===== config.mk =====
export PLATFORM = sky130hd
export DESIGN_NAME = wakeup_keyboard_irq_latch
export DESIGN_NICKNAME = d
export VERILOG_FILES = /design/src/wakeup_irq_pkg.sv /design/src/pin_req_if.sv /design/src/pin_request_detect.sv /design/src/wakeup_keyboard_irq_latch.sv
export SDC_FILE = /design/constraint.sdc
export NUM_CORES = 1
export LEC_CHECK = 0
export BUFFER_PORTS_ARGS = -buffer_cell sky130_fd_sc_hd__buf_2
export CAP_MARGIN = 40
export CORE_MARGIN = 1
export CORE_UTILIZATION = 40
export CTS_BUF_LIST = sky130_fd_sc_hd__clkbuf_2
export CTS_CLUSTER_DIAMETER = 30
export DETAILED_ROUTE_END_ITERATION = 10
export PLACE_DENSITY = 0.69
export RECOVER_POWER = 100
export SLEW_MARGIN = 20
export SYNTH_ARGS = -nofsm -noshare
export SYNTH_HDL_FRONTEND = slang
export SYNTH_SLANG_ARGS = --single-unit

===== constraint.sdc =====
create_clock -name aclk -period 2 [get_ports aclk]
set_input_delay 0.1 -clock aclk [delete_from_list [all_inputs] [get_ports aclk]]
set_output_delay 0.1 -clock aclk [all_outputs]
set_load 0.1 [all_outputs]

===== src/wakeup_irq_pkg.sv =====
// Shared constants and types for the wakeup/keyboard interrupt latch
package wakeup_irq_pkg;
  localparam int DATA_W = 32;
  localparam int ADDR_W = 12;
  localparam int PIN_N = 6;
  // Register byte offsets
  localparam logic [ADDR_W-1:0] OFS_STATUS_CONTROL = 12'h000;
  localparam logic [ADDR_W-1:0] OFS_ENABLE = 12'h004;
  // Status-and-control field positions
  localparam int BIT_PEND = 3;
  localparam int BIT_ACK = 2;
  localparam int BIT_MASK = 1;
  localparam int BIT_MODE = 0;
  localparam int STATUS_UNUSED_LO = 4;
  localparam int STATUS_UNUSED_HI = 7;
  // Enable register field positions
  localparam int BIT_WAKE_EN = 6;
  // Reset values
  localparam logic RST_BIT = 1'h0;
  localparam logic [PIN_N-1:0] RST_PIN_EN = 6'h00;
  localparam logic [DATA_W-1:0] RST_WORD = 32'h0000_0000;
  // AXI responses
  localparam logic [1:0] RESP_OKAY = 2'h0;
  localparam logic [1:0] RESP_SLVERR = 2'h2;
  // Register selection
  typedef enum logic [1:0] {
    REG_STATUS = 2'h0,
    REG_ENABLE = 2'h1,
    REG_NONE = 2'h2
  } reg_sel_t;
  // Word-aligned address decode
  function automatic reg_sel_t decode_reg(input logic [ADDR_W-1:0] addr);
    reg_sel_t sel;
    sel = REG_NONE;
    if (addr == OFS_STATUS_CONTROL) begin
      sel = REG_STATUS;
    end else if (addr == OFS_ENABLE) begin
      sel = REG_ENABLE;
    end
    return sel;
  endfunction
endpackage


===== src/pin_req_if.sv =====
// Carrier between the register block and the pin request detector
`timescale 1ns/100ps
interface pin_req_if;
  logic [wakeup_irq_pkg::PIN_N-1:0] enables;
  logic mode;
  logic [wakeup_irq_pkg::PIN_N-1:0] request;
  modport ctrl (output enables, output mode, input request);
  modport det (input enables, input mode, output request);
endinterface


===== src/pin_request_detect.sv =====
// Keyboard pin synchroniser and falling-edge / low-level request detector
`timescale 1ns/100ps
module pin_request_detect #(
  parameter int PIN_N = wakeup_irq_pkg::PIN_N
) (
  input wire logic aclk,
  input wire logic aresetn,
  input wire logic [PIN_N-1:0] pin_in,
  pin_req_if.det req
);
  logic [PIN_N-1:0] sync_a;
  logic [PIN_N-1:0] sync_b;
  logic [PIN_N-1:0] prev;
  logic [PIN_N-1:0] request;
  logic [PIN_N-1:0] next_request;

  // Falling edge requests on an enabled pin; low level too in level mode
  always_comb begin
    next_request = req.enables & ((prev & ~sync_b) | ({PIN_N{req.mode}} & ~sync_b));
  end

  // Two-stage synchroniser, history and request register
  always_ff @(posedge aclk) begin
    if (!aresetn) begin
      sync_a <= {PIN_N{1'h1}};
      sync_b <= {PIN_N{1'h1}};
      prev <= {PIN_N{1'h1}};
      request <= {PIN_N{1'h0}};
    end else begin
      sync_a <= pin_in;
      sync_b <= sync_a;
      prev <= sync_b;
      request <= next_request;
    end
  end

  assign req.request = request;
endmodule


===== src/wakeup_keyboard_irq_latch.sv =====
`timescale 1ns/100ps
module wakeup_keyboard_irq_latch (
  input wire logic aclk,
  input wire logic aresetn,
  input wire logic [wakeup_irq_pkg::ADDR_W-1:0] s_axi_awaddr,
  input wire logic s_axi_awvalid,
  output logic s_axi_awready,
  input wire logic [wakeup_irq_pkg::DATA_W-1:0] s_axi_wdata,
  input wire logic [3:0] s_axi_wstrb,
  input wire logic s_axi_wvalid,
  output logic s_axi_wready,
  output logic [1:0] s_axi_bresp,
  output logic s_axi_bvalid,
  input wire logic s_axi_bready,
  input wire logic [wakeup_irq_pkg::ADDR_W-1:0] s_axi_araddr,
  input wire logic s_axi_arvalid,
  output logic s_axi_arready,
  output logic [wakeup_irq_pkg::DATA_W-1:0] s_axi_rdata,
  output logic [1:0] s_axi_rresp,
  output logic s_axi_rvalid,
  input wire logic s_axi_rready,
  input wire logic [wakeup_irq_pkg::PIN_N-1:0] pin_in,
  input wire logic wakeup_event,
  output logic irq
);
  localparam int PIN_N = wakeup_irq_pkg::PIN_N;
  localparam int DATA_W = wakeup_irq_pkg::DATA_W;
  localparam int ADDR_W = wakeup_irq_pkg::ADDR_W;

  // Bus state
  logic aw_held, next_aw_held;
  logic w_held, next_w_held;
  logic [ADDR_W-1:0] awaddr_q, next_awaddr_q;
  logic [DATA_W-1:0] wdata_q, next_wdata_q;
  logic [3:0] wstrb_q, next_wstrb_q;
  logic awready, next_awready;
  logic wready, next_wready;
  logic bvalid, next_bvalid;
  logic [1:0] bresp, next_bresp;
  logic arready, next_arready;
  logic rvalid, next_rvalid;
  logic [DATA_W-1:0] rdata, next_rdata;
  logic [1:0] rresp, next_rresp;
  wakeup_irq_pkg::reg_sel_t rd_sel, next_rd_sel;
  // Block state
  logic pending, next_pending;
  logic mask, next_mask;
  logic mode, next_mode;
  logic wake_en, next_wake_en;
  logic [PIN_N-1:0] pin_en, next_pin_en;
  logic irq_q, next_irq;
  logic aw_take, w_take, ar_take, commit, set_req, ack_write;

  pin_req_if pin_req ();

  pin_request_detect #(.PIN_N(PIN_N)) u_detect (
    .aclk(aclk),
    .aresetn(aresetn),
    .pin_in(pin_in),
    .req(pin_req)
  );

  // Settings toward the detector
  assign pin_req.enables = pin_en;
  assign pin_req.mode = mode;

  // Handshakes and write commit
  assign aw_take = s_axi_awvalid && awready;
  assign w_take = s_axi_wvalid && wready;
  assign ar_take = s_axi_arvalid && arready;
  assign commit = aw_held && w_held && !bvalid;
  assign ack_write = commit && (wakeup_irq_pkg::decode_reg(awaddr_q) == wakeup_irq_pkg::REG_STATUS)
    && wstrb_q[0] && wdata_q[wakeup_irq_pkg::BIT_ACK];
  // Wakeup sets only through its own enable, independent of mode and pin enables
  assign set_req = (|pin_req.request) | (wakeup_event & wake_en);

  // Next-state logic for bus and registers
  always_comb begin
    wakeup_irq_pkg::reg_sel_t wsel;
    logic [DATA_W-1:0] rd_word;
    wsel = wakeup_irq_pkg::REG_NONE;
    rd_word = wakeup_irq_pkg::RST_WORD;
    next_aw_held = aw_held;
    next_w_held = w_held;
    next_awaddr_q = awaddr_q;
    next_wdata_q = wdata_q;
    next_wstrb_q = wstrb_q;
    next_bvalid = bvalid;
    next_bresp = bresp;
    next_rvalid = rvalid;
    next_rdata = rdata;
    next_rresp = rresp;
    next_rd_sel = rd_sel;
    next_mask = mask;
    next_mode = mode;
    next_wake_en = wake_en;
    next_pin_en = pin_en;
    // Capture address and data in either order
    if (aw_take) begin
      next_aw_held = 1'h1;
      next_awaddr_q = s_axi_awaddr;
    end
    if (w_take) begin
      next_w_held = 1'h1;
      next_wdata_q = s_axi_wdata;
      next_wstrb_q = s_axi_wstrb;
    end
    if (bvalid && s_axi_bready) begin
      next_bvalid = 1'h0;
    end
    // Apply a complete write; upper status bits and ack are not stored
    if (commit) begin
      wsel = wakeup_irq_pkg::decode_reg(awaddr_q);
      next_aw_held = 1'h0;
      next_w_held = 1'h0;
      next_bvalid = 1'h1;
      next_bresp = (wsel == wakeup_irq_pkg::REG_NONE) ? wakeup_irq_pkg::RESP_SLVERR : wakeup_irq_pkg::RESP_OKAY;
      if (wsel == wakeup_irq_pkg::REG_STATUS && wstrb_q[0]) begin
        next_mask = wdata_q[wakeup_irq_pkg::BIT_MASK];
        next_mode = wdata_q[wakeup_irq_pkg::BIT_MODE];
      end
      if (wsel == wakeup_irq_pkg::REG_ENABLE && wstrb_q[0]) begin
        next_wake_en = wdata_q[wakeup_irq_pkg::BIT_WAKE_EN];
        next_pin_en = wdata_q[PIN_N-1:0];
      end
    end
    next_awready = !next_aw_held;
    next_wready = !next_w_held;
    // Read path, one answer in flight
    if (ar_take) begin
      next_rd_sel = wakeup_irq_pkg::decode_reg(s_axi_araddr);
      case (next_rd_sel)
        wakeup_irq_pkg::REG_STATUS: begin
          rd_word[wakeup_irq_pkg::BIT_PEND] = pending;
          rd_word[wakeup_irq_pkg::BIT_MASK] = mask;
          rd_word[wakeup_irq_pkg::BIT_MODE] = mode;
        end
        wakeup_irq_pkg::REG_ENABLE: begin
          rd_word[wakeup_irq_pkg::BIT_WAKE_EN] = wake_en;
          rd_word[PIN_N-1:0] = pin_en;
        end
        default: begin
          rd_word = wakeup_irq_pkg::RST_WORD;
        end
      endcase
      next_rvalid = 1'h1;
      next_rdata = rd_word;
      next_rresp = (next_rd_sel == wakeup_irq_pkg::REG_NONE) ? wakeup_irq_pkg::RESP_SLVERR
        : wakeup_irq_pkg::RESP_OKAY;
    end else if (rvalid && s_axi_rready) begin
      next_rvalid = 1'h0;
    end
    next_arready = !next_rvalid;
    // New request wins over a same-cycle acknowledge
    next_pending = (pending & ~ack_write) | set_req;
    next_irq = next_pending & ~next_mask;
  end

  // Registers
  always_ff @(posedge aclk) begin
    if (!aresetn) begin
      aw_held <= 1'h0;
      w_held <= 1'h0;
      awaddr_q <= wakeup_irq_pkg::OFS_STATUS_CONTROL;
      wdata_q <= wakeup_irq_pkg::RST_WORD;
      wstrb_q <= 4'h0;
      awready <= 1'h1;
      wready <= 1'h1;
      bvalid <= 1'h0;
      bresp <= wakeup_irq_pkg::RESP_OKAY;
      arready <= 1'h1;
      rvalid <= 1'h0;
      rdata <= wakeup_irq_pkg::RST_WORD;
      rresp <= wakeup_irq_pkg::RESP_OKAY;
      rd_sel <= wakeup_irq_pkg::REG_NONE;
      pending <= wakeup_irq_pkg::RST_BIT;
      mask <= wakeup_irq_pkg::RST_BIT;
      mode <= wakeup_irq_pkg::RST_BIT;
      wake_en <= wakeup_irq_pkg::RST_BIT;
      pin_en <= wakeup_irq_pkg::RST_PIN_EN;
      irq_q <= wakeup_irq_pkg::RST_BIT;
    end else begin
      aw_held <= next_aw_held;
      w_held <= next_w_held;
      awaddr_q <= next_awaddr_q;
      wdata_q <= next_wdata_q;
      wstrb_q <= next_wstrb_q;
      awready <= next_awready;
      wready <= next_wready;
      bvalid <= next_bvalid;
      bresp <= next_bresp;
      arready <= next_arready;
      rvalid <= next_rvalid;
      rdata <= next_rdata;
      rresp <= next_rresp;
      rd_sel <= next_rd_sel;
      pending <= next_pending;
      mask <= next_mask;
      mode <= next_mode;
      wake_en <= next_wake_en;
      pin_en <= next_pin_en;
      irq_q <= next_irq;
    end
  end

  // Port drive
  assign s_axi_awready = awready;
  assign s_axi_wready = wready;
  assign s_axi_bvalid = bvalid;
  assign s_axi_bresp = bresp;
  assign s_axi_arready = arready;
  assign s_axi_rvalid = rvalid;
  assign s_axi_rdata = rdata;
  assign s_axi_rresp = rresp;
  assign irq = irq_q;
endmodule


Word-level counts from Yosys, hierarchy flattened --
Index checks and enable logic that the tools add are counted.
Operators by class: eq/ne operators 6, multiplexer cells 22, bitwise gates (word level) 12, reductions and logical operators 25
Operators by type and width (number):
- $eq 12x3->1 const B | 2
- $logic_not 12->1 | 2
- $and 6x6->6 | 3
- $mux 2 | 8
- $logic_and 1x1->1 | 12
- $mux 1 | 11
- $logic_not 2->1 | 3
- $not 6->6 | 1
- $or 6x6->6 | 1
- $reduce_or 6->1 | 1
- $eq 2x1->1 const B | 2
- $eq 2x2->1 const B | 2
- $logic_not 1->1 | 4
- $pmux 2 s2 | 1
- $reduce_and 2->1 | 2
- $and 1x1->1 | 3
- $mux 3 | 1
- $not 1->1 | 2
- $or 1x1->1 | 2
- $pmux 1 s2 | 1
- $reduce_bool 2->1 | 1
Storage, ports and cells: flip-flop bits (word level) 73

Longest topological paths before layout --
word-level depth 11, mapped depth 5

Modules after synthesis --
Synthesis repeated with hierarchy kept, for this count alone.
Unflattened totals: cell total of the unflattened synthesis 300, area, all modules 2720.1 sq um
Modules (own cells, without submodules):
- wakeup_keyboard_irq_latch | times used 1, cells each 245, area an instance 2026.9 sq um, seq. area each 940.9 sq um
- pin_request_detect | times used 1, cells each 55, area an instance 693.2 sq um, seq. area each 480.5 sq um

Worst setup path after synthesis --
Ideal clock, no wire load.
kind reg2reg, start register bvalid (netlist: s_axi_bvalid), end register irq_q (netlist: irq), setup time 0.086 ns, arrival 1.768 ns, path slack 0.146 ns, stages on the path, launching flop included 5, buffers on the path 0, cell sequence dfxtp_1 > and4b_1 > and4_2 > a21boi_0 > a211oi_1
On the way: cells in the longest elaborated chain, start to end 9, elaborated cells on any way between the ends 11, classes of those cells 1 x mux; 5 x bitwise; 5 x reduce/logical
Ends and longest elaborated chain:
- from (decl) | line wakeup_keyboard_irq_latch.sv:38 | logic bvalid, next_bvalid;
- from (signal assigned) | line wakeup_keyboard_irq_latch.sv:190 | bvalid <= next_bvalid;
- $logic_not 1->1 * | line wakeup_keyboard_irq_latch.sv:71 | assign commit = aw_held && w_held && !bvalid;
- $logic_and 1x1->1 * | line wakeup_keyboard_irq_latch.sv:71
- $logic_and 1x1->1 | line wakeup_keyboard_irq_latch.sv:72 | assign ack_write = commit && (wakeup_irq_pkg::decode_reg(awaddr_q) == wakeup_irq_pkg::REG_STATUS)
- $logic_and 1x1->1 (2 in a row) | line wakeup_keyboard_irq_latch.sv:73 | && wstrb_q[0] && wdata_q[wakeup_irq_pkg::BIT_ACK];
- $not 1->1 | line wakeup_keyboard_irq_latch.sv:155 | next_pending = (pending & ~ack_write) | set_req;
- $and 1x1->1 | line wakeup_keyboard_irq_latch.sv:155
- $or 1x1->1 | line wakeup_keyboard_irq_latch.sv:155
- $and 1x1->1 * | line wakeup_keyboard_irq_latch.sv:156 | next_irq = next_pending & ~next_mask;
- to (signal assigned) | line wakeup_keyboard_irq_latch.sv:181 | irq_q <= wakeup_irq_pkg::RST_BIT;
- to (signal assigned) | line wakeup_keyboard_irq_latch.sv:202 | irq_q <= next_irq;
- to (decl) | line wakeup_keyboard_irq_latch.sv:51 | logic irq_q, next_irq;
Mark *: on every way between the ends. The rest lies on a longest branch, timed or not. A chain may end at the register's enable or synchronous reset.

Worst setup path after layout --
start register awaddr_q[10], end register mode
On the way: cells in the longest elaborated chain, start to end 7, elaborated cells on any way between the ends 8, classes of those cells 1 x eq/ne; 3 x mux; 4 x reduce/logical
Ends and longest elaborated chain:
- from (decl) | line wakeup_keyboard_irq_latch.sv:33 | logic [ADDR_W-1:0] awaddr_q, next_awaddr_q;
- from (signal assigned) | line wakeup_keyboard_irq_latch.sv:164 | awaddr_q <= wakeup_irq_pkg::OFS_STATUS_CONTROL;
- from (signal assigned) | line wakeup_keyboard_irq_latch.sv:185 | awaddr_q <= next_awaddr_q;
- $eq 12x3->1 | line wakeup_irq_pkg.sv:37 | end else if (addr == OFS_ENABLE) begin
- $mux 2 | line wakeup_irq_pkg.sv:37
- $mux 2 * | line wakeup_irq_pkg.sv:35 | if (addr == OFS_STATUS_CONTROL) begin
- $mux 2 * | line wakeup_keyboard_irq_latch.sv:112 | if (commit) begin
- $logic_not 2->1 * | line wakeup_keyboard_irq_latch.sv:118 | if (wsel == wakeup_irq_pkg::REG_STATUS && wstrb_q[0]) begin
- $logic_and 1x1->1 * | line wakeup_keyboard_irq_latch.sv:118
- $reduce_and 2->1 (no source line) *
- to (signal assigned) | line wakeup_keyboard_irq_latch.sv:178 | mode <= wakeup_irq_pkg::RST_BIT;
- to (signal assigned) | line wakeup_keyboard_irq_latch.sv:199 | mode <= next_mode;
- to (decl) | line wakeup_keyboard_irq_latch.sv:48 | logic mode, next_mode;
Mark *: on every way between the ends. The rest lies on a longest branch, timed or not. The select of a mux whose other input is x is not followed.

==> flow_metrics.env <==
export IMPL_outcome="finished clean"
export IMPL_startpoint_type="register"
export IMPL_power_internal_w=0.00200
export IMPL_worst_ep_required_time_ps=2370
export IMPL_synth_seq_cells=71
export IMPL_fin_cells=471
export IMPL_multi_input_area_um2=1060
export IMPL_clk_latency_ps=490
export IMPL_critPathBufInv=0
export IMPL_setup_viol=0
export IMPL_routed_wl_mm=5.31
export IMPL_synth_top_area_share_pct=53.3
export IMPL_start_util_pct=41.7
export IMPL_dr_first_iter_drc_count=116
export IMPL_power_density_nw_per_um2=878
export IMPL_diodes=0
export IMPL_rsz0062_at_grt="false"
export IMPL_finClkSkew_ps=17.6
export IMPL_seqCellArea_um2=1420
export IMPL_power_frac_comb_pct=18.2
export IMPL_place_area_um2=2920
export IMPL_postRouteAntennaNets=0
export IMPL_crit_path_start="awaddr_q[10]"
export IMPL_grt_pass1_wl_mm=8.63
export IMPL_io_buffers=60
export IMPL_finalHoldViolCount=0
export IMPL_critPathCaptureType="register"
export IMPL_maxSlewViolCount=0
export IMPL_die_area_um2=6990
export IMPL_ys_flop_type="dfxtp_1"
export IMPL_arrival_ps=1970
export IMPL_grt_usage_pct=15.9
export IMPL_clockRootBuffer="clkbuf_2"
export IMPL_postCtsSetupBuffers=0
export IMPL_hold_ws_ps=35.3
export IMPL_core_area_um2=6390
export IMPL_async_reset_ff_share_pct=0
export IMPL_grt_max_degree=35
export IMPL_dpl_cell_count=426
export IMPL_gr_total_overflow=0
export IMPL_area_growth_pct=25.3
export IMPL_max_cap_violations=0
export IMPL_vdd_drop_max_mv=0.628
export IMPL_vias_per_cell=4.59
export IMPL_critical_path_class="register to register"
export IMPL_layout_drive_gt1_share_pct=20.6
export IMPL_cp_cell_sequence="nor4_4, nand4_1, o21ai_0, a21oi_1"
export IMPL_numCtsBuffers=9
export IMPL_crit_end="mode"
export IMPL_die_w_um=83.6
export IMPL_max_freq_mhz=629
export IMPL_p_switching_w=0.000930
export IMPL_antenna_found_initial=0
export IMPL_synth_edf_count=0
export IMPL_slew_limit_headroom_pct=58.3
export IMPL_die_height_um=83.6
export IMPL_crit_path_max_fanout=10
export IMPL_switching_share_pct=31.7
export IMPL_cts_tree="built"
export IMPL_vias=2164
export IMPL_cts_reportedPaths_clkPinSlew_ps=170
export IMPL_hold_path_class="input port to register"
export IMPL_p_seq_share_pct=51.5
export IMPL_syn_inst=300
export IMPL_dp_hpwl_mm=3.49
export IMPL_r2r_start="awaddr_q[10]"
export IMPL_fill_cells=615
export IMPL_reg2reg_slack_ps=410
export IMPL_yosysTopAreaCell="dfxtp_1"
export IMPL_cts_sinks=71
export IMPL_synthTopCellsByArea="dfxtp_1 53%, buf_4 7.6%, nand2_1 7.2%"
export IMPL_fin_area_um2=3340
export IMPL_fin_crit_sh_pct=79.6
export IMPL_synth_cell_types=32
export IMPL_rows=29
export IMPL_worst_pin_slew_ps=625
export IMPL_drc_errors=0
export IMPL_cts_htree_levels=3
export IMPL_cpMaxStageDelayCell="dfxtp_1"
export IMPL_avgSynthCellArea_um2=8.88
export IMPL_tns_ps=0
export IMPL_period_needed_ps=1590
export IMPL_cts_path_max_buffers=2
export IMPL_r2r_cells=4
export IMPL_wl_per_cell_um=11.3
export IMPL_syn_area_um2=2670
export IMPL_grt_pass1_vias=1951
export IMPL_crit_cells=4
export IMPL_ios=116
export IMPL_place_congestion=0.810
export IMPL_first_pass_iters=4
export IMPL_crit_family="simple AND/OR/NAND/NOR gates"
export IMPL_fin_util_pct=52.3
export IMPL_rr_endpoint="mode"
export IMPL_layout_nets=463
export IMPL_p_clk_share_pct=30.4
export IMPL_cpPeakStageDelay_ps=370
export IMPL_power_leakage_nw=1.41
export IMPL_synth_seq_area_share_pct=53.3
export IMPL_yosysWarnings=0
-- stage by stage --
step / power, W / worst slack (ps)
after floorplan: 0.00198 / 146
after global placement: 0.00202 / 484
after detailed placement: 0.00203 / 447
after CTS: 0.00295 / 429
after global routing: 0.00306 / 221
final: 0.00293 / 409
-- cells in the mapped netlist, types with 2 or more instances --
library cell   n
a21oi_1       31
a2bb2oi_1      3
and2_1         4
buf_4         27
clkbuf_1      10
dfxtp_1       71
inv_1          7
mux2i_1        3
nand2_1       51
nand2b_1      19
nand3_1       12
nand4_1        3
nor2_1        14
nor3_1         3
nor4_1         4
nor4_4         2
o21ai_0       18
o21ai_1        3
or2_2          2
-- layer usage --
| metal | routed length [um] | part of all wire [%] | GRT usage [%] | up-vias |
|---|---|---|---|---|
| met3 | 254 | 4.8 | 4.65 | 11 |
| met5 | 0 | 0 | 0 | - |
| met1 | 2460 | 46 | 18.6 | 964 |
| met2 | 2470 | 47 | 26.1 | 66 |
| met4 | 122 | 2.3 | 8.63 | 0 |
| li1 | - | - | - | 1123 |
-- repair_timing --
item                                   4_1_cts  5_1_grt
gates resized for setup                      0        0
hold buffers                                29        0
endpoints found under the hold margin       30        0
-- power groups by stage --
stage / Sequential (W) / Clock, W / Combinational (W)
global placement: 0.00154 / 0 / 0.000485
detailed placement: 0.00154 / 0 / 0.000489
global route: 0.00152 / 0.000981 / 0.000563
finish: 0.00151 / 0.000889 / 0.000533
floorplan: 0.00160 / 0 / 0.000380
CTS: 0.00151 / 0.000913 / 0.000533
-- tightest hold or removal path, delay by kind of cell --
family / cells / cell delay [ps]
buf+inv: 1 / 90
simple gates: 4 / 300
-- cells by family (layout without fill, tap and decap cells) --
family                 Yosys count  after routing  synth area share [%]
and+or+nand+nor                120            120                  22.9
buffers and inverters           46            114                  10.6
other                            1             27                 0.141
DFF                             71             71                  53.3
AOI/OAI and AO/OA               59             59                  11.9
muxes                            3              3                  1.13
-- placed cells by master (no fill, tap or decap), types with 2 or more instances in the layout --
cell	n
o21ai_0	20
nor4_1	4
bufinv_16	2
nand4_1	3
and2_0	4
nor4_4	2
nand2b_1	19
mux2i_1	3
buf_2	45
dfxtp_1	71
or2_2	2
a2bb2oi_1	3
clkbuf_2	24
nor3_1	3
dlygate4sd3_1	29
clkinv_1	3
clkinvlp_4	2
a21oi_1	31
nor2_1	14
nand2_1	51
conb_1	27
nand3_1	12
inv_1	7
-- state kept, by name, summed over array words and instances, names as in the netlist, 6 cells and up --
register              count
awaddr_q                 12
s_axi_rdata               7
wdata_q                   7
pin_en                    6
u_detect.prev             6
u_detect.req.request      6
u_detect.sync_a           6
u_detect.sync_b           6
-- worst min path at each step --
stage                    startpoint  cells after the start                  to  slack [ps]
finish                 wakeup_event                      5             pending          40
global route                aresetn                      2  u_detect.sync_a[5]          20
CTS                 s_axi_araddr[2]                      4      s_axi_rdata[6]           0
detailed placement        pin_in[4]                      2  u_detect.sync_a[4]         280
global placement          pin_in[1]                      2  u_detect.sync_a[1]         280
floorplan                 pin_in[0]                      1  u_detect.sync_a[0]         200
-- area by class of cell --
class,instances,share of cell area [%]
clock inverters,7,2.62
well taps,77,2.89
multi-input cells,209,31.7
repair buffers,90,17.9
flip-flops and latches,71,42.6
clock buffers,9,1.35
inverters,8,0.900
(Power assumes the default switching activity.)
